[config.mk]
export PLATFORM = sky130hd
export DESIGN_NAME = ifsb_flag_bank
export DESIGN_NICKNAME = d
export VERILOG_FILES = /design/src/inc/ifsb_pkg.sv /design/src/design/ifsb_flag_cell.sv /design/src/design/ifsb_flag_bank.sv
export SDC_FILE = /design/constraint.sdc
export NUM_CORES = 1
export LEC_CHECK = 0
export ABC_AREA = 0
export BUFFER_PORTS_ARGS = -buffer_cell sky130_fd_sc_hd__buf_2
export CAP_MARGIN = 20
export CORE_MARGIN = 5
export CORE_UTILIZATION = 40
export CTS_BUF_LIST = sky130_fd_sc_hd__clkbuf_8
export CTS_CLUSTER_DIAMETER = 60
export DETAILED_ROUTE_END_ITERATION = 7
export PLACE_DENSITY = 0.67
export SLEW_MARGIN = 20
export SYNTH_ARGS = -nofsm -noshare
export SYNTH_HDL_FRONTEND = slang
export SYNTH_SLANG_ARGS = --single-unit
[constraint.sdc]
create_clock -name ref_clk -period 1.8 [get_ports ref_clk]
set_clock_uncertainty 0.1 [all_clocks]
set_input_delay 0.27 -clock ref_clk [delete_from_list [all_inputs] [get_ports ref_clk]]
set_output_delay 0.27 -clock ref_clk [all_outputs]
set_load 0.02 [all_outputs]
[src/inc/ifsb_pkg.sv]
/*
 * Shared constants and types of the interrupt flag status bank: register
 * offsets, flag bit positions, implemented-bit masks and the bus carrier.
 * Assumes a single 125 MHz clock domain and same-clock event sources.
 */
package ifsb_pkg;

	localparam int unsigned   DATA_W        = 16;
	localparam int unsigned   ADDR_W        = 4;
	localparam logic [3:0]    OFF_GROUP_ONE = 4'h0;
	localparam logic [3:0]    OFF_GROUP_TWO = 4'h1;
	localparam logic [15:0]   RST_FLAGS     = 16'h0000;
	localparam logic [15:0]   RST_RD_DATA   = 16'h0000;
	// Bit 2 of group one and bit 13 of group two are not built
	localparam logic [15:0]   IMPL_ONE      = 16'hfffb;
	localparam logic [15:0]   IMPL_TWO      = 16'hdfff;

	// Group one bit positions
	localparam int unsigned   B1_UART_TX    = 15;
	localparam int unsigned   B1_UART_RX    = 14;
	localparam int unsigned   B1_EXT_TWO    = 13;
	localparam int unsigned   B1_TIMER_FIVE = 12;
	localparam int unsigned   B1_TIMER_FOUR = 11;
	localparam int unsigned   B1_CMP_FOUR   = 10;
	localparam int unsigned   B1_CMP_THREE  = 9;
	localparam int unsigned   B1_DMA_TWO    = 8;
	localparam int unsigned   B1_CAPT_EIGHT = 7;
	localparam int unsigned   B1_CAPT_SEVEN = 6;
	localparam int unsigned   B1_ADC_TWO    = 5;
	localparam int unsigned   B1_EXT_ONE    = 4;
	localparam int unsigned   B1_PIN_CHANGE = 3;
	localparam int unsigned   B1_UNUSED     = 2;
	localparam int unsigned   B1_I2C_MASTER = 1;
	localparam int unsigned   B1_I2C_SLAVE  = 0;
	// Group two bit positions
	localparam int unsigned   B2_TIMER_SIX  = 15;
	localparam int unsigned   B2_DMA_FOUR   = 14;
	localparam int unsigned   B2_UNUSED     = 13;
	localparam int unsigned   B2_CMP_EIGHT  = 12;
	localparam int unsigned   B2_CMP_SEVEN  = 11;
	localparam int unsigned   B2_CMP_SIX    = 10;
	localparam int unsigned   B2_CMP_FIVE   = 9;
	localparam int unsigned   B2_CAPT_SIX   = 8;
	localparam int unsigned   B2_CAPT_FIVE  = 7;
	localparam int unsigned   B2_CAPT_FOUR  = 6;
	localparam int unsigned   B2_CAPT_THREE = 5;
	localparam int unsigned   B2_DMA_THREE  = 4;
	localparam int unsigned   B2_CAN_EVENT  = 3;
	localparam int unsigned   B2_CAN_RX     = 2;
	localparam int unsigned   B2_SPI_EVENT  = 1;
	localparam int unsigned   B2_SPI_ERROR  = 0;

	// Field order is bit order, msb first; used for events and for flags
	typedef struct packed {
		logic uart_two_tx_request_flag;
		logic uart_two_rx_request_flag;
		logic ext_input_two_request_flag;
		logic timer_five_request_flag;
		logic timer_four_request_flag;
		logic compare_four_request_flag;
		logic compare_three_request_flag;
		logic dma_chan_two_done_flag;
		logic capture_eight_request_flag;
		logic capture_seven_request_flag;
		logic adc_two_done_flag;
		logic ext_input_one_request_flag;
		logic pin_change_request_flag;
		logic unused_bit_two;
		logic i2c_one_master_event_flag;
		logic i2c_one_slave_event_flag;
	} ifsb_grp_one_t;

	typedef struct packed {
		logic timer_six_request_flag;
		logic dma_chan_four_done_flag;
		logic unused_bit_thirteen;
		logic compare_eight_request_flag;
		logic compare_seven_request_flag;
		logic compare_six_request_flag;
		logic compare_five_request_flag;
		logic capture_six_request_flag;
		logic capture_five_request_flag;
		logic capture_four_request_flag;
		logic capture_three_request_flag;
		logic dma_chan_three_done_flag;
		logic can_one_event_flag;
		logic can_one_rx_ready_flag;
		logic spi_two_event_flag;
		logic spi_two_error_flag;
	} ifsb_grp_two_t;

	typedef struct packed {
		logic               wr;
		logic               rd;
		logic [ADDR_W-1:0]  addr;
		logic [DATA_W-1:0]  wdata;
	} ifsb_bus_req_t;

	typedef struct packed {
		logic flag;
	} ifsb_cell_state_t;

	typedef struct packed {
		logic [DATA_W-1:0] rd_data_ff;
	} ifsb_bank_state_t;

endpackage

[src/design/ifsb_flag_cell.sv]
/*
 * One sticky interrupt flag: set by its source, written by software.
 * Assumes the set input is a same-clock level or pulse from the source.
 */
`timescale 1ns/1ns
module ifsb_flag_cell
	import ifsb_pkg::*;
#(
	parameter bit IMPL = 1'b1
) (
	input  wire logic ref_clk,
	input  wire logic resetn,
	input  wire logic set_evt,
	input  wire logic wr_en,
	input  wire logic wr_val,
	output      logic flag
);

	ifsb_cell_state_t state_ff;
	ifsb_cell_state_t nxt_state;

	always_comb begin
		nxt_state = state_ff;
		if (wr_en) begin
			nxt_state.flag = wr_val;
		end
		// Source wins over a coinciding software clear
		if (set_evt) begin
			nxt_state.flag = 1'b1;
		end
		// Unbuilt bit never stores anything
		if (!IMPL) begin
			nxt_state.flag = 1'b0;
		end
	end

	always_ff @(posedge ref_clk or negedge resetn) begin
		if (!resetn) begin
			state_ff <= '0;
		end else begin
			state_ff <= nxt_state;
		end
	end

	assign flag = state_ff.flag;

endmodule

[src/design/ifsb_flag_bank.sv]
/*
 * Two 16-bit interrupt flag status registers with a plain register port.
 * Assumes event sources run on ref_clk and the bus master never waits.
 */
// Strobed register access and the placing of the registers were chosen for this implementation.
// What this block does
// - Group one bits 15..8: uart2 tx, uart2 rx, ext2, t5, t4, oc4, oc3, dma2
// - Group one bits 7..3: ic8, ic7, adc2 done, ext1, pin change
// - Group one bit 1 i2c1 master event, bit 0 i2c1 slave event
// - Group one bit 2 is not built and always reads zero
// - Group two bit 15 timer6, bit 14 dma4 done
// - Group two bit 13 is not built and always reads zero
// - Group two bits 12..9: output compare 8, 7, 6, 5
// - Group two bits 8..5 capture 6..3, bit 4 dma3 done
// - Group two bit 3 holds the can1 general event flag
// - A flag reads one after its request or a write of one, zero after reset or a write of zero with no request in that cycle
// - Group two bit 2 can1 rx ready, bit 1 spi2 event, bit 0 spi2 error
`timescale 1ns/1ns
module ifsb_flag_bank
	import ifsb_pkg::*;
#(
	parameter int unsigned REG_W = DATA_W
) (
	input  wire logic          ref_clk,
	input  wire logic          resetn,
	input  wire ifsb_bus_req_t bus_req,
	output      logic [15:0]   rd_data,
	input  wire ifsb_grp_one_t evt_one,
	input  wire ifsb_grp_two_t evt_two,
	output      ifsb_grp_one_t flags_one,
	output      ifsb_grp_two_t flags_two
);

	if (REG_W != 16) begin : g_width_check
		$error("ifsb_flag_bank only supports 16-bit registers");
	end

	ifsb_bank_state_t state_ff;
	ifsb_bank_state_t nxt_state;

	logic [15:0] evt_one_v;
	logic [15:0] evt_two_v;
	logic [15:0] flags_one_v;
	logic [15:0] flags_two_v;
	logic        wr_one;
	logic        wr_two;
	logic        rd_one;
	logic        rd_two;

	assign evt_one_v = evt_one;
	assign evt_two_v = evt_two;
	assign wr_one    = bus_req.wr && (bus_req.addr == OFF_GROUP_ONE);
	assign wr_two    = bus_req.wr && (bus_req.addr == OFF_GROUP_TWO);
	assign rd_one    = bus_req.rd && (bus_req.addr == OFF_GROUP_ONE);
	assign rd_two    = bus_req.rd && (bus_req.addr == OFF_GROUP_TWO);

	// Enables and priorities live elsewhere, so a set never looks at them
	for (genvar i = 0; i < 16; i++) begin : g_cells
		ifsb_flag_cell #(
			.IMPL (IMPL_ONE[i])
		) u_one (
			.ref_clk (ref_clk),
			.resetn  (resetn),
			.set_evt (evt_one_v[i]),
			.wr_en   (wr_one),
			.wr_val  (bus_req.wdata[i]),
			.flag    (flags_one_v[i])
		);
		ifsb_flag_cell #(
			.IMPL (IMPL_TWO[i])
		) u_two (
			.ref_clk (ref_clk),
			.resetn  (resetn),
			.set_evt (evt_two_v[i]),
			.wr_en   (wr_two),
			.wr_val  (bus_req.wdata[i]),
			.flag    (flags_two_v[i])
		);
	end

	// Struct layout places every flag at its bit
	assign flags_one = flags_one_v;
	assign flags_two = flags_two_v;

	always_comb begin
		nxt_state = state_ff;
		// Data stand for one cycle only; idle cycles and unmapped reads give zero
		nxt_state.rd_data_ff = RST_RD_DATA;
		if (rd_one) begin
			nxt_state.rd_data_ff = flags_one_v & IMPL_ONE;
		end else if (rd_two) begin
			nxt_state.rd_data_ff = flags_two_v & IMPL_TWO;
		end
	end

	always_ff @(posedge ref_clk or negedge resetn) begin
		if (!resetn) begin
			state_ff <= '0;
		end else begin
			state_ff <= nxt_state;
		end
	end

	assign rd_data = state_ff.rd_data_ff;

	// Checks below watch flag placement, readback and the set/clear order

	a_uart_tx_bit: assert property (
		@(posedge ref_clk) disable iff (!resetn)
		evt_one.uart_two_tx_request_flag |=> flags_one_v[B1_UART_TX]
	) else $error("uart2 tx event did not set group one bit 15");

	a_dma_two_bit: assert property (
		@(posedge ref_clk) disable iff (!resetn)
		evt_one.dma_chan_two_done_flag && !wr_one
		|=> flags_one_v[B1_DMA_TWO] && flags_one.dma_chan_two_done_flag
	) else $error("dma2 done event did not set group one bit 8");

	a_capt_eight_bit: assert property (
		@(posedge ref_clk) disable iff (!resetn)
		evt_one.capture_eight_request_flag ##1 rd_one
		|=> rd_data[B1_CAPT_EIGHT]
	) else $error("capture 8 flag not read back at group one bit 7");

	a_pin_change_bit: assert property (
		@(posedge ref_clk) disable iff (!resetn)
		evt_one.pin_change_request_flag |=> flags_one_v[B1_PIN_CHANGE]
	) else $error("pin change event did not set group one bit 3");

	a_i2c_master_bit: assert property (
		@(posedge ref_clk) disable iff (!resetn)
		evt_one.i2c_one_master_event_flag ##1 rd_one
		|=> rd_data[B1_I2C_MASTER]
	) else $error("i2c1 master flag not read back at group one bit 1");

	a_i2c_slave_bit: assert property (
		@(posedge ref_clk) disable iff (!resetn)
		evt_one.i2c_one_slave_event_flag |=> flags_one_v[B1_I2C_SLAVE]
	) else $error("i2c1 slave event did not set group one bit 0");

	a_one_gap_zero: assert property (
		@(posedge ref_clk) disable iff (!resetn)
		(evt_one.unused_bit_two || wr_one) ##1 rd_one
		|=> !rd_data[B1_UNUSED] && !flags_one_v[B1_UNUSED]
	) else $error("group one bit 2 did not read zero");

	a_timer_six_bit: assert property (
		@(posedge ref_clk) disable iff (!resetn)
		evt_two.timer_six_request_flag ##1 rd_two
		|=> rd_data[B2_TIMER_SIX]
	) else $error("timer6 flag not read back at group two bit 15");

	a_dma_four_bit: assert property (
		@(posedge ref_clk) disable iff (!resetn)
		evt_two.dma_chan_four_done_flag |=> flags_two_v[B2_DMA_FOUR]
	) else $error("dma4 done event did not set group two bit 14");

	a_two_gap_zero: assert property (
		@(posedge ref_clk) disable iff (!resetn)
		(evt_two.unused_bit_thirteen || wr_two) ##1 rd_two
		|=> !rd_data[B2_UNUSED] && !flags_two_v[B2_UNUSED]
	) else $error("group two bit 13 did not read zero");

	a_cmp_eight_bit: assert property (
		@(posedge ref_clk) disable iff (!resetn)
		evt_two.compare_eight_request_flag |=> flags_two_v[B2_CMP_EIGHT]
	) else $error("compare 8 event did not set group two bit 12");

	a_cmp_five_bit: assert property (
		@(posedge ref_clk) disable iff (!resetn)
		evt_two.compare_five_request_flag ##1 rd_two
		|=> rd_data[B2_CMP_FIVE]
	) else $error("compare 5 flag not read back at group two bit 9");

	a_capt_six_bit: assert property (
		@(posedge ref_clk) disable iff (!resetn)
		evt_two.capture_six_request_flag |=> flags_two_v[B2_CAPT_SIX]
	) else $error("capture 6 event did not set group two bit 8");

	a_dma_three_bit: assert property (
		@(posedge ref_clk) disable iff (!resetn)
		evt_two.dma_chan_three_done_flag ##1 rd_two
		|=> rd_data[B2_DMA_THREE]
	) else $error("dma3 flag not read back at group two bit 4");

	a_can_event_bit: assert property (
		@(posedge ref_clk) disable iff (!resetn)
		evt_two.can_one_event_flag |=> flags_two_v[B2_CAN_EVENT]
	) else $error("can1 event did not set group two bit 3");

	a_can_rx_bit: assert property (
		@(posedge ref_clk) disable iff (!resetn)
		evt_two.can_one_rx_ready_flag ##1 rd_two
		|=> rd_data[B2_CAN_RX]
	) else $error("can1 rx flag not read back at group two bit 2");

	a_spi_error_bit: assert property (
		@(posedge ref_clk) disable iff (!resetn)
		evt_two.spi_two_error_flag |=> flags_two_v[B2_SPI_ERROR]
	) else $error("spi2 error event did not set group two bit 0");

	a_flag_rise_cause: assert property (
		@(posedge ref_clk) disable iff (!resetn)
		$rose(flags_one_v[B1_UART_TX])
		|-> $past(evt_one_v[B1_UART_TX]) || $past(wr_one)
	) else $error("group one flag rose with no request or write");

	a_flag_sticky: assert property (
		@(posedge ref_clk) disable iff (!resetn)
		flags_two_v[B2_CAN_EVENT] && !(wr_two && !bus_req.wdata[B2_CAN_EVENT])
		|=> flags_two_v[B2_CAN_EVENT]
	) else $error("group two flag dropped without a software write");

	a_sw_clear: assert property (
		@(posedge ref_clk) disable iff (!resetn)
		wr_one && (bus_req.wdata == 16'h0000) && (evt_one_v == 16'h0000)
		|=> (flags_one_v == 16'h0000)
		##1 (flags_one_v == 16'h0000 || $past(evt_one_v) != 16'h0000 || $past(wr_one))
	) else $error("write of zero did not clear group one");

	a_read_timing: assert property (
		@(posedge ref_clk) disable iff (!resetn)
		rd_two |=> rd_data == ($past(flags_two_v) & IMPL_TWO) ##1 (rd_data == 16'h0000 || $past(bus_req.rd))
	) else $error("group two read data wrong or held too long");

	a_set_beats_clr: assert property (
		@(posedge ref_clk) disable iff (!resetn)
		wr_two && !bus_req.wdata[B2_CAN_RX] && evt_two.can_one_rx_ready_flag
		|=> flags_two_v[B2_CAN_RX]
	) else $error("software clear beat a coinciding hardware set");

	// Remaining flag bits, one placement check each, then readback, write, hold and set/clear checks
	a_uart_rx_bit: assert property (
		@(posedge ref_clk) disable iff (!resetn)
		evt_one.uart_two_rx_request_flag |=> flags_one_v[B1_UART_RX]
	) else $error("uart2 rx event did not set group one bit 14");

	a_ext_two_bit: assert property (
		@(posedge ref_clk) disable iff (!resetn)
		evt_one.ext_input_two_request_flag |=> flags_one_v[B1_EXT_TWO]
	) else $error("ext input 2 event did not set group one bit 13");

	a_timer_five_bit: assert property (
		@(posedge ref_clk) disable iff (!resetn)
		evt_one.timer_five_request_flag |=> flags_one_v[B1_TIMER_FIVE]
	) else $error("timer5 event did not set group one bit 12");

	a_timer_four_bit: assert property (
		@(posedge ref_clk) disable iff (!resetn)
		evt_one.timer_four_request_flag |=> flags_one_v[B1_TIMER_FOUR]
	) else $error("timer4 event did not set group one bit 11");

	a_cmp_four_bit: assert property (
		@(posedge ref_clk) disable iff (!resetn)
		evt_one.compare_four_request_flag |=> flags_one_v[B1_CMP_FOUR]
	) else $error("compare 4 event did not set group one bit 10");

	a_cmp_three_bit: assert property (
		@(posedge ref_clk) disable iff (!resetn)
		evt_one.compare_three_request_flag |=> flags_one_v[B1_CMP_THREE]
	) else $error("compare 3 event did not set group one bit 9");

	a_capt_seven_bit: assert property (
		@(posedge ref_clk) disable iff (!resetn)
		evt_one.capture_seven_request_flag |=> flags_one_v[B1_CAPT_SEVEN]
	) else $error("capture 7 event did not set group one bit 6");

	a_adc_two_bit: assert property (
		@(posedge ref_clk) disable iff (!resetn)
		evt_one.adc_two_done_flag |=> flags_one_v[B1_ADC_TWO]
	) else $error("adc2 done event did not set group one bit 5");

	a_ext_one_bit: assert property (
		@(posedge ref_clk) disable iff (!resetn)
		evt_one.ext_input_one_request_flag |=> flags_one_v[B1_EXT_ONE]
	) else $error("ext input 1 event did not set group one bit 4");

	a_cmp_seven_bit: assert property (
		@(posedge ref_clk) disable iff (!resetn)
		evt_two.compare_seven_request_flag |=> flags_two_v[B2_CMP_SEVEN]
	) else $error("compare 7 event did not set group two bit 11");

	a_cmp_six_bit: assert property (
		@(posedge ref_clk) disable iff (!resetn)
		evt_two.compare_six_request_flag |=> flags_two_v[B2_CMP_SIX]
	) else $error("compare 6 event did not set group two bit 10");

	a_capt_five_bit: assert property (
		@(posedge ref_clk) disable iff (!resetn)
		evt_two.capture_five_request_flag |=> flags_two_v[B2_CAPT_FIVE]
	) else $error("capture 5 event did not set group two bit 7");

	a_capt_four_bit: assert property (
		@(posedge ref_clk) disable iff (!resetn)
		evt_two.capture_four_request_flag |=> flags_two_v[B2_CAPT_FOUR]
	) else $error("capture 4 event did not set group two bit 6");

	a_capt_three_bit: assert property (
		@(posedge ref_clk) disable iff (!resetn)
		evt_two.capture_three_request_flag |=> flags_two_v[B2_CAPT_THREE]
	) else $error("capture 3 event did not set group two bit 5");

	a_spi_event_bit: assert property (
		@(posedge ref_clk) disable iff (!resetn)
		evt_two.spi_two_event_flag |=> flags_two_v[B2_SPI_EVENT]
	) else $error("spi2 event did not set group two bit 1");

	a_read_one_data: assert property (
		@(posedge ref_clk) disable iff (!resetn)
		rd_one |=> rd_data == ($past(flags_one_v) & IMPL_ONE)
	) else $error("group one read data wrong");

	a_unmapped_read: assert property (
		@(posedge ref_clk) disable iff (!resetn)
		bus_req.rd && !rd_one && !rd_two |=> rd_data == RST_RD_DATA
	) else $error("unmapped read did not return zero");

	a_idle_rd_zero: assert property (
		@(posedge ref_clk) disable iff (!resetn)
		!bus_req.rd |=> rd_data == RST_RD_DATA
	) else $error("read data not zero outside the read answer cycle");

	a_sw_set_bit: assert property (
		@(posedge ref_clk) disable iff (!resetn)
		wr_two && bus_req.wdata[B2_TIMER_SIX] |=> flags_two_v[B2_TIMER_SIX]
	) else $error("write of one did not set group two bit 15");

	a_one_sticky: assert property (
		@(posedge ref_clk) disable iff (!resetn)
		flags_one_v[B1_I2C_MASTER] && !(wr_one && !bus_req.wdata[B1_I2C_MASTER])
		|=> flags_one_v[B1_I2C_MASTER]
	) else $error("group one flag dropped without a software write");

	a_quiet_hold: assert property (
		@(posedge ref_clk) disable iff (!resetn)
		!wr_one && (evt_one_v == 16'h0000) |=> $stable(flags_one_v)
	) else $error("group one changed with no write and no event");

	a_flag_fall_cause: assert property (
		@(posedge ref_clk) disable iff (!resetn)
		$fell(flags_two_v[B2_SPI_ERROR]) |-> $past(wr_two)
	) else $error("group two flag fell with no software write");

	a_one_set_beats: assert property (
		@(posedge ref_clk) disable iff (!resetn)
		wr_one && !bus_req.wdata[B1_PIN_CHANGE] && evt_one.pin_change_request_flag
		|=> flags_one_v[B1_PIN_CHANGE]
	) else $error("software clear beat a coinciding group one set");

endmodule

==> key figures <==
CTS
  – Post-cts sizing count: 0
  – Worst-Skew Late Latency: 0.29 ns
  – CTS tree: yes
  – TritonCTS Buffers: 5
  – H-tree depth: 2
  – Clock sink count: 46
  – Clk slew on worst S/H paths: 0.08 ns
  – CTS root buf: clkbuf_8
  – Max clock buf depth: 2

STA
  – Slew headroom: 61.1%
  – Tmin final: 1.39 ns
  – Final Max Slew Viols: 0
  – Final Cycle Share: 77.3%
  – Slew @ Worst Pin: 0.584 ns
  – RSZ-0062 raised after global routing: false
  – Fmax: 718 MHz
  – Fin Setup TNS: 0 ns
  – Final Hold Vio Count: 0
  – Final setup viols: 0

Worst setup path
  – Worst-path cell chain: buf_2, nor4b_4, nand2_2, a211o_1
  – Worst-path maximum fanout: 15
  – Setup slack, reg-to-reg: 0.92 ns
  – Max stage delay on crit path: 0.39 ns
  – Arr. time, crit path: 1.47 ns
  – Slowest-stage cell, CP: nor4b_4
  – Setup CP Type: in2reg
  – Reg2Reg Depth: 1
  – CP Data Required Time: 1.88 ns
  – Worst setup SP type: primary input
  – Critical path endpoint category: flip-flop

Global routing
  – Initial antenna violation count: 0
  – Largest net degree at the start of global routing: 47
  – Total grt overflow: 0
  – First-pass GRT wire length: 8.47 mm
  – GRT Total Usage: 15.4%
  – Vias in the first global route: 1,732

Floorplan
  – Die Wd: 83.2 um
  – Io pins: 104
  – Area of the core: 5170 um2
  – Chip height: 83.2 um
  – Row cnt: 26
  – Initial Utilization: 41.5%
  – Die area: 6930 um2

Power
  – Power share of the combinational group: 11.0%
  – Peak supply drop: 0.269 mV
  – Net Switching: 0.000445 W
  – Clock Power Share: 32.5%
  – Share of power burned in registers: 56.5%
  – Power Density: 727 nW/um2
  – Pint: 0.00144 W
  – Sw frac: 23.6%
  – P_leak: 1.23 nW

Finish
  – Proportion of layout cells with a drive suffix above 1: 45.2%
  – Antenna diodes: 0
  – Commonest non-fill, non-tap cell in the layout: buf_2
  – Core Util, Final: 50.2%
  – Layout area overhead: 21.0%
  – Commonest non-fill, non-tap cells in the layout: 99 x buf_2, 46 x dfrtp_1, 31 x nor2_1
  – Final nets: 318

Route
  – Wirelength per Cell: 15.5 um
  – First-pass DRT Iterations: 4
  – Final ANT Viol Nets: 0
  – Final WL: 5.13 mm
  – 1st-iter DRT viols: 37
  – Drt via density: 4.85
  – Vias: 1,604
  – # DRC: 0

Min path
  – Hold Path Class: in2reg
  – Hold Crit Depth: 2

Place
  – GPL Wtd Cong: 0.723
  – Detailed Place HPWL: 3.83 mm
  – Port-buffer cells: 99

Job
  – Max cap viols: 0

Synthesis
  – Top cells by area, synth: dfrtp_1 54%, buf_4 12%, mux2i_1 7.0%
  – Share of the synthesized area in the top cell type: 53.6%
  – Cell Area, Synth: 2150 um2
  – Synth warn: 0
  – Sequential share of the synthesized area: 53.6%
  – Synth unique cells: 18
  – Largest area contributor in the netlist: dfrtp_1
  – Cells after synthesis: 185
  – Avg Inst Size Synth: 11.6 um2
  – Synthesized flop and latch total: 46

Status
  – Status: complete, no violations
[cells in the mapped netlist]
library cell  instances
and2_1                2
buf_2                 2
buf_6                 1
a211o_1              15
buf_4                33
and4bb_2              1
nand2_2               1
a22o_1               14
buf_12                1
dfrtp_1              46
and4b_1               1
nor4b_4               1
conb_1                1
mux2i_1              15
nor2_1               31
and3_1               15
clkbuf_1              4
and2b_1               1
[per-layer routing]
layer	global-route usage, %	routed length (um)	vias up
met1	16.9	2020	774
met2	27.3	2660	56
met5	0	0	-
li1	-	-	765
met3	4.95	369	9
met4	5.79	83	0
[per-stage QoR]
| stage | instance area (um2) | std cells | setup WS [ns] | hold slack [ns] | power (W) |
|---|---|---|---|---|---|
| floorplan | 2150 | 186 | 0.362 | -0.126 | 0.00119 |
| global placement | 2500 | 324 | 0.112 | 0.293 | 0.00129 |
| detailed placement | 2500 | 324 | 0.0798 | 0.301 | 0.00130 |
| CTS | 2600 | 331 | 0.395 | 0.0468 | 0.00192 |
| global route | 2600 | 331 | 0.290 | 0.0453 | 0.00198 |
| finish | 2600 | 331 | 0.408 | 0.0585 | 0.00189 |
[critical path: cells and delay by family]
| kind | cells | cell delay, ns |
|---|---|---|
| AND/OR/NAND/NOR | 2 | 0.70 |
| AO/OA/AOI/OAI | 1 | 0.37 |
| buffers and inverters | 1 | 0.12 |
[sequential cells by signal, indices dropped and copies added, names as in the netlist]
register	flops
g_cells.u_one.flag	15
g_cells.u_two.flag	15
rd_data	16
[cells by family after synthesis]
family	after synthesis	synth area share, %
DFF	46	53.6
and+or+nand+nor	53	13.2
muxes	15	7.00
buffers and inverters	41	14.2
other	1	0.175
AOI/OAI and AO/OA	29	11.8
[final timing paths]
kind / startpoint / to
setup / recovery: bus_req[17] / g_cells[7].u_two.flag
hold / removal: evt_two[0] / g_cells[0].u_two.flag
setup reg to reg: g_cells[7].u_two.flag / g_cells[7].u_two.flag
hold reg to reg: g_cells[2].u_two.flag / g_cells[2].u_two.flag
max in group asynchronous: resetn / g_cells[7].u_one.flag
min in group asynchronous: resetn / g_cells[4].u_one.flag
[cell type report]
class                           instances  area [um2]
Timing Repair Buffer                  110         581
Tap cell                               70        87.6
Clock buffer                            6        82.6
Fill cell                             505        2580
Multi-Input combinational cell         99         694
Sequential cell                        46        1150
[what timing repair did]
item,4_1_cts,5_1_grt
hold endpoints to repair,46,0
hold buffers,1,0
setup buffers,0,0
setup endpoints to repair,0,0
[power by group through the flow]
stage               registers [W]  clock network (W)  logic (W)
floorplan                 0.00110                  0  0.0000891
global placement          0.00109                  0   0.000207
detailed placement        0.00109                  0   0.000210
CTS                       0.00107           0.000643   0.000212
global route              0.00107           0.000683   0.000230
finish                    0.00107           0.000614   0.000207
Power figures use the tool's default switching activity.
